### src/ucmp_pkg.sv
// Constants for the unsigned compare unit
// Summary of operation
// - Register compare: bits 31:25 = 1110100, bits 24:19 zero, bits 9:6 = 1111.
// - Register compare weighs first source against second source as unsigned numbers.
// - Compare outcome drives branch condition evaluation to redirect program flow.
// - Plain register compare uses only current operands, no earlier compare result.
// - Either compare leaves the overflow flag exactly as it was.
// - Immediate compare: bits 31:25 = 1111100, bits 24:19 zero, bits 9:0 immediate.
// - Ten-bit immediate widened by copying its bit 9 into bits 31:10.
// - Immediate compare treats register and widened immediate as unsigned numbers.
// - Compares evaluate the condition field with the compare-specific condition set.
package ucmp_pkg;
    // ==========================================================
    // Instruction fields
    localparam int OPC_HI = 31;
    localparam int OPC_LO = 25;
    localparam int ZERO_HI = 24;
    localparam int ZERO_LO = 19;
    localparam int COND_HI = 18;
    localparam int COND_LO = 16;
    localparam int SRCA_HI = 15;
    localparam int SRCA_LO = 10;
    localparam int MARK_HI = 9;
    localparam int MARK_LO = 6;
    localparam int ALWAYS_EXEC_POS = 5;
    localparam int SRCB_HI = 4;
    localparam int SRCB_LO = 0;
    localparam int IMM_HI = 9;
    localparam int IMM_W = 10;
    localparam int DATA_W = 32;
    localparam logic [6:0] OPC_REG_CMP = 7'h74;
    localparam logic [6:0] OPC_IMM_CMP = 7'h7c;
    localparam logic [5:0] ZERO_FIELD = 6'h00;
    localparam logic [3:0] REG_MARK = 4'hf;
    // ==========================================================
    // Compare-specific condition codes
    localparam logic [2:0] CC_EQUAL = 3'h0;
    localparam logic [2:0] CC_NOT_EQUAL = 3'h1;
    localparam logic [2:0] CC_BELOW = 3'h2;
    localparam logic [2:0] CC_ABOVE_EQUAL = 3'h3;
    localparam logic [2:0] CC_ABOVE = 3'h4;
    localparam logic [2:0] CC_BELOW_EQUAL = 3'h5;
    localparam logic [2:0] CC_ALWAYS = 3'h6;
    localparam logic [2:0] CC_NEVER = 3'h7;
    // ==========================================================
    // Reset values
    localparam logic OVF_RESET = 1'b0;
endpackage

### src/ucmp_link_if.sv
// Operand and outcome carrier between decode and compare core
`timescale 1ns/1ps
interface ucmp_link_if #(parameter int W = 32);
    logic [W-1:0] opa;
    logic [W-1:0] opb;
    logic [2:0] cond;
    logic taken;
    logic equal;
    logic below;
    modport core (input opa, input opb, input cond, output taken, output equal, output below);
    modport user (output opa, output opb, output cond, input taken, input equal, input below);
endinterface

### src/unsigned_compare_unit.sv
// Decode and execute of the two unsigned compare instructions
`timescale 1ns/1ps
module unsigned_compare_unit #(
    parameter int DATA_W = ucmp_pkg::DATA_W
) (
    // Clock and reset
    input wire logic clk,
    input wire logic rst,
    // Instruction issue from the sequencer
    input wire logic instr_valid,
    input wire logic [31:0] instr,
    input wire logic [DATA_W-1:0] src_a_value,
    input wire logic [DATA_W-1:0] src_b_value,
    // Overflow updates from other ALU instructions
    input wire logic ovf_write,
    input wire logic ovf_value,
    // Outcome towards branch logic
    output logic cmp_done,
    output logic branch_taken,
    output logic equal_flag,
    output logic below_flag,
    output logic [2:0] cond_code,
    output logic always_execute_bit,
    output logic [5:0] src_a_sel,
    output logic [4:0] src_b_sel,
    // Architectural side effects
    output logic overflow_flag,
    output logic dest_write
);
    // ==========================================================
    // Field extraction
    function automatic logic [DATA_W-1:0] widen_imm(input logic [31:0] w);
        widen_imm = {{(DATA_W - ucmp_pkg::IMM_W){w[ucmp_pkg::IMM_HI]}}, w[ucmp_pkg::IMM_HI:0]};
    endfunction

    function automatic logic fixed_fields_ok(input logic [31:0] w, input logic [6:0] opc);
        fixed_fields_ok = (w[ucmp_pkg::OPC_HI:ucmp_pkg::OPC_LO] == opc)
            && (w[ucmp_pkg::ZERO_HI:ucmp_pkg::ZERO_LO] == ucmp_pkg::ZERO_FIELD);
    endfunction

    // Instruction decode
    wire is_reg_cmp = fixed_fields_ok(instr, ucmp_pkg::OPC_REG_CMP)
        && (instr[ucmp_pkg::MARK_HI:ucmp_pkg::MARK_LO] == ucmp_pkg::REG_MARK);
    wire is_imm_cmp = fixed_fields_ok(instr, ucmp_pkg::OPC_IMM_CMP);
    wire compare_two_registers = instr_valid && is_reg_cmp;
    wire compare_register_immediate = instr_valid && is_imm_cmp;
    wire any_cmp = compare_two_registers || compare_register_immediate;
    wire [2:0] cond_w = instr[ucmp_pkg::COND_HI:ucmp_pkg::COND_LO];
    wire [5:0] sel_a_w = instr[ucmp_pkg::SRCA_HI:ucmp_pkg::SRCA_LO];
    wire [4:0] sel_b_w = instr[ucmp_pkg::SRCB_HI:ucmp_pkg::SRCB_LO];
    // Immediate form has no always-execute bit
    wire always_exec_w = is_reg_cmp && instr[ucmp_pkg::ALWAYS_EXEC_POS];
    wire [DATA_W-1:0] imm_w = widen_imm(instr);

    // ==========================================================
    // Operand selection into the compare core
    ucmp_link_if #(.W(DATA_W)) lnk ();
    assign lnk.opa = src_a_value;
    assign lnk.opb = is_imm_cmp ? imm_w : src_b_value;
    assign lnk.cond = cond_w;

    ucmp_core u_core (
        .lnk(lnk.core)
    );

    // ==========================================================
    // Outcome registers
    logic done_ff;
    logic taken_ff;
    logic equal_ff;
    logic below_ff;
    logic [2:0] cond_ff;
    logic always_exec_ff;
    logic [5:0] sel_a_ff;
    logic [4:0] sel_b_ff;
    logic ovf_ff;
    logic dest_ff;
    // Compare wins over an overflow write in the same cycle
    wire nxt_ovf = (ovf_write && !any_cmp) ? ovf_value : ovf_ff;

    // Capture outcome, fresh from current operands each compare
    always_ff @(posedge clk) begin
        if (rst) begin
            done_ff <= 1'b0;
            taken_ff <= 1'b0;
            equal_ff <= 1'b0;
            below_ff <= 1'b0;
            cond_ff <= 3'h0;
            always_exec_ff <= 1'b0;
            sel_a_ff <= 6'h00;
            sel_b_ff <= 5'h00;
        end else begin
            done_ff <= any_cmp;
            if (any_cmp) begin
                taken_ff <= lnk.taken;
                equal_ff <= lnk.equal;
                below_ff <= lnk.below;
                cond_ff <= cond_w;
                always_exec_ff <= always_exec_w;
                sel_a_ff <= sel_a_w;
                sel_b_ff <= is_reg_cmp ? sel_b_w : 5'h00;
            end
        end
    end

    // Overflow flag and destination write strobe
    always_ff @(posedge clk) begin
        if (rst) begin
            ovf_ff <= ucmp_pkg::OVF_RESET;
            dest_ff <= 1'b0;
        end else begin
            ovf_ff <= nxt_ovf;
            dest_ff <= instr_valid && !any_cmp;
        end
    end

    // Output drive
    assign cmp_done = done_ff;
    assign branch_taken = taken_ff;
    assign equal_flag = equal_ff;
    assign below_flag = below_ff;
    assign cond_code = cond_ff;
    assign always_execute_bit = always_exec_ff;
    assign src_a_sel = sel_a_ff;
    assign src_b_sel = sel_b_ff;
    assign overflow_flag = ovf_ff;
    assign dest_write = dest_ff;
endmodule // unsigned_compare_unit

### src/ucmp_core.sv
// Unsigned magnitude compare and condition evaluation
`timescale 1ns/1ps
module ucmp_core (
    ucmp_link_if.core lnk
);
    // ==========================================================
    // Unsigned relation of the two operands
    wire eq_w = (lnk.opa == lnk.opb);
    wire lt_w = (lnk.opa < lnk.opb);
    assign lnk.equal = eq_w;
    assign lnk.below = lt_w;

    // Compare-specific condition set
    always_comb begin
        case (lnk.cond)
            ucmp_pkg::CC_EQUAL: lnk.taken = eq_w;
            ucmp_pkg::CC_NOT_EQUAL: lnk.taken = !eq_w;
            ucmp_pkg::CC_BELOW: lnk.taken = lt_w;
            ucmp_pkg::CC_ABOVE_EQUAL: lnk.taken = !lt_w;
            ucmp_pkg::CC_ABOVE: lnk.taken = !lt_w && !eq_w;
            ucmp_pkg::CC_BELOW_EQUAL: lnk.taken = lt_w || eq_w;
            ucmp_pkg::CC_ALWAYS: lnk.taken = 1'b1;
            default: lnk.taken = 1'b0;
        endcase
    end
endmodule // ucmp_core

### config.mk
export PLATFORM = sky130hd
export DESIGN_NAME = unsigned_compare_unit
export DESIGN_NICKNAME = d
export VERILOG_FILES = /design/src/ucmp_pkg.sv /design/src/ucmp_link_if.sv /design/src/unsigned_compare_unit.sv /design/src/ucmp_core.sv
export SDC_FILE = /design/constraint.sdc
export NUM_CORES = 1
export LEC_CHECK = 0
export BUFFER_PORTS_ARGS = -buffer_cell sky130_fd_sc_hd__buf_2
export CORE_MARGIN = 5
export CORE_UTILIZATION = 39
export CTS_BUF_LIST = sky130_fd_sc_hd__clkbuf_2
export DETAILED_ROUTE_END_ITERATION = 6
export PLACE_DENSITY = 0.79
export REMOVE_ABC_BUFFERS = 1
export SYNTH_ARGS = -nofsm -noshare
export SYNTH_HDL_FRONTEND = slang
export SYNTH_SLANG_ARGS = --single-unit
### constraint.sdc
create_clock -name clk -period 3.75 [get_ports clk]
set_input_delay 0.75 -clock clk [delete_from_list [all_inputs] [get_ports clk]]
set_output_delay 0.75 -clock clk [all_outputs]
set_load 0.02 [all_outputs]
==> results.json, run 1 <==
{
  "ios": 122,
  "area_growth_pct": 48.91,
  "synth_area_leader_cell": "dfxtp_1",
  "path_max_fanout": 11,
  "port_buffers": 121,
  "crit_type": "primary input to flop",
  "cpLargestDelayFamily": "simple AND/OR/NAND/NOR gates",
  "holdWs_ns": 0.5077,
  "clkLatencyLatePin_ns": 0.31,
  "crit_path_end_kind": "flop",
  "via_per_inst": 5.212,
  "tightest_slew_ns": 0.4131,
  "wire_per_inst_um": 13.42,
  "netlist.area_leader.share_pct": 23.61,
  "min_period_over_period_pct": 98.27,
  "maxCapViolations": 0,
  "worstPathRequired_ns": 4.02,
  "hold_buffers": 0,
  "fillCellCount": 418,
  "mostFrequentLayoutCells": "buf_2 (121), a21oi_1 (39), ha_1 (32), nor2_1 (27), dfxtp_1 (21)",
  "synth_mux_area_share_pct": 10.19,
  "hold_viol": 0,
  "synthDistinctLibCells": 38,
  "cts_tree": "yes",
  "fin_skew_ns": 0,
  "ir_worst_vdd_v": 0.0002427,
  "antenna_found_initial": 0,
  "post-dp-hpwl_mm": 4.446,
  "cts_sinks": 21,
  "comb_power_share_pct": 34.0,
  "clock-root-buffer": "clkbuf_2",
  "period_minus_slack_ns": 3.685,
  "numCtsBuffers": 3,
  "synthAdderAreaFrac_pct": 22.49,
  "num_antenna_cells": 0,
  "synth-simple-area-share_pct": 19.89,
  "cp_cell_sequence": "buf_2 > or4_4 > nor3_4 > and3_4 > clkbuf_16 > a21oi_1 > ha_1 > nand4_1 > nor3_1 > a221o_1 > a211o_1 > o311a_1 > a2111oi_2 > nand3b_1",
  "num_rows": 24,
  "p_total_uw": 484.0,
  "dieHeight_um": 77.57,
  "track_usage_pct": 16.28,
  "fp.dieArea_mm2": 0.006016,
  "cp.depth": 14,
  "place.gp.congestion": 0.8044,
  "first_pass_iters": 4,
  "cpMaxStageDelayCell": "or4_4",
  "clock_power_share_pct": 19.5,
  "ys_ff_latch": 21,
  "critPathArrivalTime_ns": 3.95,
  "layout-drive-gt1-share_pct": 44.93,
  "core_mm2": 0.004384,
  "syn_area_mm2": 0.001780,
  "status": "complete, no violations",
  "overflow": 0,
  "synth-xor-area-share_pct": 0,
  "fin_util_pct": 60.47,
  "initial_core_util_pct": 40.61,
  "hp-class": "flop to flop",
  "finalNetCount": 479,
  "cp_slowest_stage_delay_ns": 0.53,
  "wirelength_mm": 5.326,
  "cts_buffer_depth": 2,
  "fmax_mhz": 271.4,
  "synth_top_family_by_area": "adder cells",
  "switching_share_pct": 29.42,
  "layout_commonest_cell": "buf_2",
  "setup_viol": 0,
  "ff2ff_path_depth": 2,
  "crit_buf_inv": 2,
  "largest_register_ffs": 6,
  "synth_compound_area_share_pct": 21.01,
  "cellPowerDensity_mw_per_mm2": 182.5,
  "dr_total_vias": 2069,
  "grt_first_pass_wirelength_mm": 8.466,
  "clk_pin_slew_ns": 0.19,
  "drt_iter0_drc": 55,
  "grt_max_degree": 27,
  "dieWidth_um": 77.57,
  "internal_power_uw": 341.6,
  "drtAntennaViolNets": 0,
  "grt_pass1_vias": 2012,
  "postPlaceCellArea_mm2": 0.002561,
  "max_slew_margin_pct": 72.46,
  "drcViolationCount": 0,
  "h-tree-depth": 1,
  "cellLeakagePower_uw": 0.001490,
  "grt_setup_unrepaired": "yes",
  "avgSynthCellArea_um2": 8.398,
  "yosys_warnings": 0,
  "stdcell_area_mm2": 0.002651,
  "netlist_top_cells_area": "dfxtp_1 (24%), ha_1 (22%), a21oi_1 (11%), mux2i_1 (9.6%), nor2_1 (5.7%)",
  "yosysSeqAreaShare_pct": 23.61,
  "seq_power_share_pct": 46.5,
  "syn_inst": 212,
  "p_sw_uw": 142.4,
  "hold_path_depth": 2,
  "final-max-slew-violation-count": 0,
  "startpoint_type": "primary input"
}
==> worst register-to-register path, stage by stage, from the launching register on <==
cell	delay, ns
dfxtp_1	0.35
a22oi_1	0.17
nor2_1	0.05
==> metrics by stage <==
step / setup WS, ns / TNS (ns) / cells
final: 0.06486 / 0 / 397
after global routing: -0.1170 / -0.1170 / 397
after CTS: 0.1082 / 0 / 395
after detailed placement: -0.2404 / -0.2404 / 391
after global placement: -0.2166 / -0.2166 / 391
after floorplan: -0.4771 / -0.4771 / 201
==> routing by layer <==
layer,vias to the layer above,share of wire [%],GRT usage [%]
li1,1069,-,-
met1,915,43,20.24
met2,81,48,29.04
met3,4,8.1,4.398
met4,0,0.58,1.546
met5,-,0,0
==> final cells by class <==
cell class	count	area, um^2	area share (%)
clock buffers	4	20.02	0.7551
inverters	2	7.507	0.2832
multi-input cells	178	1348	50.83
flip-flops and latches	21	420.4	15.86
well taps	52	65.06	2.454
repair buffers	140	790.8	29.83
==> logic make-up after synthesis <==
family / Yosys count
adders and majority gates: 32
muxes: 18
buffers and inverters: 13
DFF: 21
and+or+nand+nor: 67
AOI/OAI and AO/OA: 61
==> synth_stat cells <==
| library cell | instances |
|---|---|
| nor4_1 | 1 |
| mux2_2 | 1 |
| and4_2 | 1 |
| nand4_4 | 1 |
| clkbuf_1 | 9 |
| buf_2 | 1 |
| o211ai_2 | 1 |
| nand2_1 | 8 |
| mux2i_1 | 17 |
| o311a_1 | 1 |
| inv_1 | 2 |
| o41a_1 | 1 |
| buf_1 | 1 |
| nor3b_1 | 1 |
| a22oi_1 | 6 |
| a2111oi_2 | 1 |
| and4b_1 | 1 |
| and3_1 | 1 |
| a211o_1 | 1 |
| nor2_1 | 27 |
| and4_1 | 1 |
| nand3b_1 | 2 |
| o21ai_0 | 4 |
| or4_1 | 1 |
| a21oi_1 | 39 |
| nor2b_1 | 1 |
| nor3_1 | 4 |
| a221o_1 | 1 |
| and3b_1 | 1 |
| nand4_1 | 8 |
| a21boi_1 | 1 |
| nand3_1 | 7 |
| o211ai_1 | 2 |
| a22o_1 | 1 |
| a21o_1 | 2 |
| ha_1 | 32 |
| nor3_2 | 1 |
| dfxtp_1 | 21 |
==> power groups by stage <==
stage | Combinational, uW | Sequential, uW | Clock [uW]
finish | 164 | 225 | 94.5
global route | 187 | 226 | 114
CTS | 163 | 225 | 100
detailed placement | 162 | 230 | 0
global placement | 158 | 230 | 0
floorplan | 74.8 | 231 | 0
==> path summary, 6_finish.rpt <==
path	from	endpoint	slack (ns)
worst min register to register	below_flag	below_flag	0.51
worst max-delay path	instr[19]	branch_taken	0.06
worst min-delay path	below_flag	below_flag	0.51
worst max register to register	src_b_sel[1]	src_b_sel[1]	3.08
==> what timing repair did <==
item	4_1_cts	5_1_grt
setup buffers	0	1
resized for setup	0	7
endpoints found under the setup margin	0	1
(Power assumes the default switching activity.)
==> run 2: changes to the inputs <==
--- a/config.mk
+++ b/config.mk
@@ -7,11 +7,12 @@
 export LEC_CHECK = 0
 export BUFFER_PORTS_ARGS = -buffer_cell sky130_fd_sc_hd__buf_2
 export CORE_MARGIN = 5
-export CORE_UTILIZATION = 39
+export CORE_UTILIZATION = 41
 export CTS_BUF_LIST = sky130_fd_sc_hd__clkbuf_2
 export DETAILED_ROUTE_END_ITERATION = 6
 export PLACE_DENSITY = 0.79
 export REMOVE_ABC_BUFFERS = 1
 export SYNTH_ARGS = -nofsm -noshare
 export SYNTH_HDL_FRONTEND = slang
+export SYNTH_HIERARCHICAL = 1
 export SYNTH_SLANG_ARGS = --single-unit
==> run 2 against run 1 <==
The run now ends with negative setup slack left. Clock skew did not move. Non-clock buffer count rose by 7. Routed wire length rose by 19%. Sequential share of layout area fell by 2.2 points. Synthesized area rose by 18%. Register-to-register slack got worse by 0.02 ns. Critical path type unchanged. Synthesized cell count rose by 22%. Fmax fell by 5.7%. Largest power group unchanged. Core utilization rose by 0.47 points. Setup slack got worse by 0.22 ns. Clock power barely moved. First-iteration DRC count rose by 80%.
==> results.json, run 2 <==
{
  "overflow": 0,
  "cp_cell_sequence": "buf_2 > or4_4 > nor3_4 > and3_4 > buf_12 > a21o_1 > inv_1 > ha_1 > nand4_1 > or4_4 > nand2b_4 > nor3b_4 > a221oi_2 > a21boi_2 > nand4_1 > nand3_1 > a21oi_1",
  "port_buffers": 121,
  "min_period_over_period_pct": 104.2,
  "drt_iter0_drc": 99,
  "dr_total_vias": 2398,
  "yosysSeqAreaShare_pct": 19.98,
  "layout_commonest_cell": "buf_2",
  "tightest_slew_ns": 0.4936,
  "hold_viol": 0,
  "layout_setup_ws_ns": -0.1561,
  "numCtsBuffers": 3,
  "initial_core_util_pct": 41.74,
  "drcViolationCount": 0,
  "core_mm2": 0.005042,
  "h-tree-depth": 1,
  "layout-drive-gt1-share_pct": 45.84,
  "clock_power_share_pct": 18.1,
  "fp.dieArea_mm2": 0.006666,
  "yosysMostFrequentCell": "inv_1",
  "syn_inst": 258,
  "dpl_worst_slack_ns": -0.6354,
  "yosys_warnings": 6,
  "final_cells": 467,
  "drtAntennaViolNets": 0,
  "place.gp.congestion": 0.7455,
  "synthDistinctLibCells": 49,
  "track_usage_pct": 17.52,
  "synthFlopType": "dfxtp_1",
  "cellLeakagePower_uw": 0.001712,
  "cts_sinks": 21,
  "max_slew_margin_pct": 67.09,
  "first_pass_iters": 4,
  "final-max-slew-violation-count": 0,
  "switching_share_pct": 31.36,
  "ios": 122,
  "mostFrequentLayoutCells": "buf_2 (121), inv_1 (34), ha_1 (29), a21oi_1 (26), a21o_1 (24)",
  "synthTopCellsByCount": "inv_1 (34), ha_1 (32), a21oi_1 (27), a21o_1 (24), dfxtp_1 (21)",
  "place_inst": 458,
  "seq_power_share_pct": 43.4,
  "antenna_found_initial": 0,
  "clkLatencyLatePin_ns": 0.33,
  "fin_skew_ns": 0,
  "crit_buf_inv": 3,
  "period_minus_slack_ns": 3.906,
  "worstPathRequired_ns": 3.97,
  "crit_type": "primary input to flop",
  "setup_viol": 1,
  "grt_first_pass_wirelength_mm": 9.397,
  "status": "finished with violations",
  "synthArstFlopShare_pct": 0,
  "p_sw_uw": 162.8,
  "post-dp-hpwl_mm": 5.126,
  "syn_area_mm2": 0.002105,
  "clk_pin_slew_ns": 0.18,
  "cellPowerDensity_mw_per_mm2": 168.9,
  "hold_buffers": 0,
  "area_growth_pct": 46.02,
  "avgSynthCellArea_um2": 8.157,
  "startpoint_type": "primary input",
  "hp-class": "flop to flop",
  "cpLargestDelayFamily": "simple AND/OR/NAND/NOR gates",
  "fmax_mhz": 256.0,
  "cpMaxStageDelayCell": "or4_4",
  "netlist_top_cells_area": "dfxtp_1 (20%), ha_1 (19%), a21o_1 (8.6%), a21oi_1 (6.4%), inv_1 (6.1%)",
  "critPathArrivalTime_ns": 4.13,
  "wire_per_inst_um": 13.55,
  "netlist.area_leader.share_pct": 19.98,
  "internal_power_uw": 356.3,
  "clock-root-buffer": "clkbuf_2",
  "synth_edf_count": 0,
  "cp_slowest_stage_delay_ns": 0.54,
  "ir_worst_vdd_v": 0.00009667,
  "path_max_fanout": 10,
  "synth_area_leader_cell": "dfxtp_1",
  "grt_pass1_vias": 2242,
  "cts_tree": "yes",
  "finalNetCount": 531,
  "dieHeight_um": 81.65,
  "via_per_inst": 5.135,
  "comb_power_share_pct": 38.5,
  "wirelength_mm": 6.326,
  "largest_register_ffs": 6,
  "cts_buffer_depth": 2,
  "num_rows": 26,
  "grt_max_degree": 21,
  "crit_path_end_kind": "flop",
  "ys_ff_latch": 21,
  "maxCapViolations": 0,
  "dieWidth_um": 81.65,
  "grt_setup_unrepaired": "yes",
  "failed_checks": "negative setup slack",
  "num_antenna_cells": 0
}
## run 2: stage by stage
step / power [uW] / utilization (%) / setup TNS (ns) / hold slack, ns / area, um^2
floorplan: 325.7 / - / -1.638 / 0.5434 / 2052
global placement: 414.1 / 57.82 / -1.008 / 0.4536 / 2915
detailed placement: 418.7 / 57.82 / -1.351 / 0.4586 / 2915
CTS: 515.9 / 59.21 / -0.1896 / 0.4863 / 2985
global route: 558.6 / 60.94 / -0.3450 / 0.5074 / 3073
finish: 519.1 / 60.94 / -0.1561 / 0.4838 / 3073
## run 2: final timing paths
path / start / end / slack, ns / depth (start not counted)
worst max-delay path: instr[22] / branch_taken / -0.16 / 17
worst min-delay path: src_a_sel[1] / src_a_sel[1] / 0.48 / 2
worst max register to register: src_a_sel[4] / src_a_sel[4] / 3.06 / 2
worst min register to register: src_a_sel[1] / src_a_sel[1] / 0.48 / 2
## run 2: logic make-up after synthesis
family	share of synthesized area [%]
AO/OA/AOI/OAI	26.40
AND/OR/NAND/NOR	20.75
buffers and inverters	8.561
adder cells (fa/ha/maj)	19.02
flip-flops	19.98
multiplexers	5.291
## run 2: cell type report
class	instances	area [um^2]
clock inverters	1	5.005
flip-flops and latches	21	420.4
multi-input cells	191	1579
repair buffers	147	838.3
inverters	34	127.6
fillers	457	1969
well taps	70	87.58
clock buffers	3	15.01
## run 2: repair_timing
item,4_1_cts,5_1_grt
setup buffers,3,1
gates resized for setup,5,8
endpoints found under the setup margin,2,2
hold endpoints to repair,0,0
pin swaps,2,8
gates cloned,0,1
## run 2: per-layer routing
layer  up-vias  GRT usage (%)  part of all wire [%]
met5         -              0                     0
met1      1074          20.08                    40
met3        14          4.276                   8.5
met2        84          32.49                    49
met4         0          4.153                   2.3
li1       1226              -                     -
## run 2: worst reg2reg max path, stage by stage (launching register included)
cell and delay, ns:
dfxtp_1 0.36, o21ai_0 0.09, a21oi_1 0.17
## run 2: power by group through the flow
stage / registers [uW] / logic [uW] / clock network, uW
floorplan: 231 / 94.4 / 0
global placement: 230 / 184 / 0
detailed placement: 230 / 189 / 0
CTS: 225 / 194 / 96.9
global route: 226 / 226 / 107
finish: 225 / 200 / 94.2
==> run 3: changes to the inputs <==
--- a/config.mk
+++ b/config.mk
@@ -7,10 +7,10 @@
 export LEC_CHECK = 0
 export BUFFER_PORTS_ARGS = -buffer_cell sky130_fd_sc_hd__buf_2
 export CORE_MARGIN = 5
-export CORE_UTILIZATION = 41
+export CORE_UTILIZATION = 46
 export CTS_BUF_LIST = sky130_fd_sc_hd__clkbuf_2
 export DETAILED_ROUTE_END_ITERATION = 6
-export PLACE_DENSITY = 0.79
+export PLACE_DENSITY = 0.84
 export REMOVE_ABC_BUFFERS = 1
 export SYNTH_ARGS = -nofsm -noshare
 export SYNTH_HDL_FRONTEND = slang
==> constraint.sdc (replaced) <==
create_clock -name clk -period 4 [get_ports clk]
set_input_delay 0.8 -clock clk [delete_from_list [all_inputs] [get_ports clk]]
set_output_delay 0.8 -clock clk [all_outputs]
set_load 0.02 [all_outputs]
==> run 3 against run 2 <==
The run still ends with negative setup slack left. Highest routed layer unchanged. Clock skew is the same. Clock power shrank 6.8%. Register-to-register slack better by 0.24 ns. Core utilization is 11 points higher. Non-clock buffer count unchanged. Sequential power fell by 6%. Setup slack gained 0.095 ns. Critical path depth increased by 1. Combinational power grew 2%. Critical endpoint unchanged. Sequential cell count stayed put. First-iteration DRC count down 26%. Sequential share of layout area is 0.42 points lower.
==> results.json, run 3 (same netlist as run 2, synthesis figures left out) <==
{
  "grt_pass1_vias": 2455,
  "multi_input_area_mm2": 0.001687,
  "status": "finished with violations",
  "cts_buffer_depth": 2,
  "failed_checks": "negative setup slack",
  "area_growth_pct": 50.65,
  "min_period_over_period_pct": 101.5,
  "cp_common_cell": "nand4_1",
  "cellLeakagePower_uw": 0.001711,
  "layout-drive-gt1-share_pct": 49.37,
  "fillCellCount": 334,
  "num_antenna_cells": 0,
  "num_rows": 24,
  "fin_setup_tns_ns": -0.06109,
  "finalNetCount": 531,
  "final-max-slew-violation-count": 0,
  "port_buffers": 121,
  "drcViolationCount": 0,
  "dr_total_vias": 2483,
  "post-dp-hpwl_mm": 5.163,
  "setup_viol": 1,
  "grt_setup_unrepaired": "yes",
  "crit_type": "primary input to flop",
  "antenna_found_initial": 0,
  "critPathArrivalTime_ns": 4.29,
  "dieHeight_um": 77.64,
  "regArea_um2": 420.4,
  "layout_setup_ws_ns": -0.06109,
  "fp.dieArea_mm2": 0.006028,
  "wire_per_inst_um": 15.19,
  "track_usage_pct": 19.37,
  "clk_pin_slew_ns": 0.18,
  "initial_core_util_pct": 48.00,
  "h-tree-depth": 1,
  "layout_commonest_cell": "buf_2",
  "clock-root-buffer": "clkbuf_2",
  "clkLatencyLatePin_ns": 0.32,
  "maxCapViolations": 0,
  "cp_slowest_stage_delay_ns": 0.60,
  "dpl_worst_slack_ns": -0.3444,
  "period_minus_slack_ns": 4.061,
  "grt_max_degree": 19,
  "hold_viol": 0,
  "worstPathRequired_ns": 4.23,
  "first_pass_iters": 4,
  "ir_worst_vdd_v": 0.0001166,
  "holdWs_ns": 0.4882,
  "path_max_fanout": 6,
  "cpMaxStageDelayCell": "or4_4",
  "tightest_slew_ns": 0.5030,
  "max_slew_margin_pct": 66.46,
  "drt_iter0_drc": 73,
  "startpoint_type": "primary input",
  "overflow": 0,
  "fmax_mhz": 246.2,
  "hp-class": "flop to flop",
  "cts_sinks": 21,
  "via_per_inst": 5.530,
  "dieWidth_um": 77.64,
  "cts_tree": "yes",
  "cellPowerDensity_mw_per_mm2": 158.8,
  "p_total_uw": 503.3,
  "largest_register_ffs": 6,
  "numCtsBuffers": 3,
  "place.gp.congestion": 0.8335,
  "grt_first_pass_wirelength_mm": 10.06,
  "cp_cell_sequence": "buf_6 > or4b_4 > nor3_4 > and3_4 > buf_12 > buf_8 > a21o_1 > inv_2 > ha_4 > nand4_1 > or4_4 > nand2b_4 > nor3b_4 > a221oi_2 > a21boi_2 > nand4_1 > nand3_2 > a21oi_2",
  "wirelength_mm": 6.820,
  "core_mm2": 0.004384,
  "final_cells": 449,
  "ios": 122,
  "fin_skew_ns": 0,
  "place_inst": 437,
  "drtAntennaViolNets": 0,
  "mostFrequentLayoutCells": "buf_2 (120), inv_1 (30), a21o_1 (24), a21oi_1 (23)",
  "crit_path_end_kind": "flop"
}
## run 3: through the flow
stage               util, %  cell area [um^2]
floorplan                 -              2052
global placement      65.75              2883
detailed placement    65.75              2883
CTS                   66.21              2903
global route          72.32              3171
finish                72.32              3171
## run 3: layer usage
metal | wire, um | up-vias | track usage (%)
met5 | 0 | - | 0
met4 | 123 | 0 | 4.124
met3 | 581 | 16 | 5.324
met2 | 3572 | 108 | 36.73
met1 | 2543 | 1129 | 21.16
li1 | - | 1230 | -
## run 3: area by class of cell
class	instances	area share [%]
repair buffers	147	26.84
inverters	34	4.025
flip-flops and latches	21	13.26
multi-input cells	191	53.20
clock buffers	4	0.6314
well taps	52	2.052
## run 3: worst max-delay path, delay by kind of cell
| kind | cells | cell delay [ns] |
|---|---|---|
| AO/OA/AOI/OAI | 4 | 0.54 |
| buffers and inverters | 4 | 0.36 |
| adder cells (fa/ha/maj) | 1 | 0.26 |
| AND/OR/NAND/NOR | 9 | 2.32 |
## run 3: worst paths after layout
kind | cells after the start | start | end | slack, ns
max | 18 | instr[20] | branch_taken | -0.06
max reg2reg | 2 | cond_code[0] | cond_code[0] | 3.30
min reg2reg | 2 | below_flag | below_flag | 0.49
min | 2 | below_flag | below_flag | 0.49
## run 3: where the power goes
group	internal (uW)	total, uW	switching, uW	leakage [uW]
Sequential	211	211	0.471	0.000170
Combinational	108	204	96.0	0.00152
Clock	26.5	87.8	61.3	0.0000166
Total	345	503	158	0.00171
## run 3: timing repair
item                       in CTS  in global routing
gates resized for setup         0                 36
buffers inserted                0                  8
setup endpoints to repair       0                  2
hold buffers                    0                  0
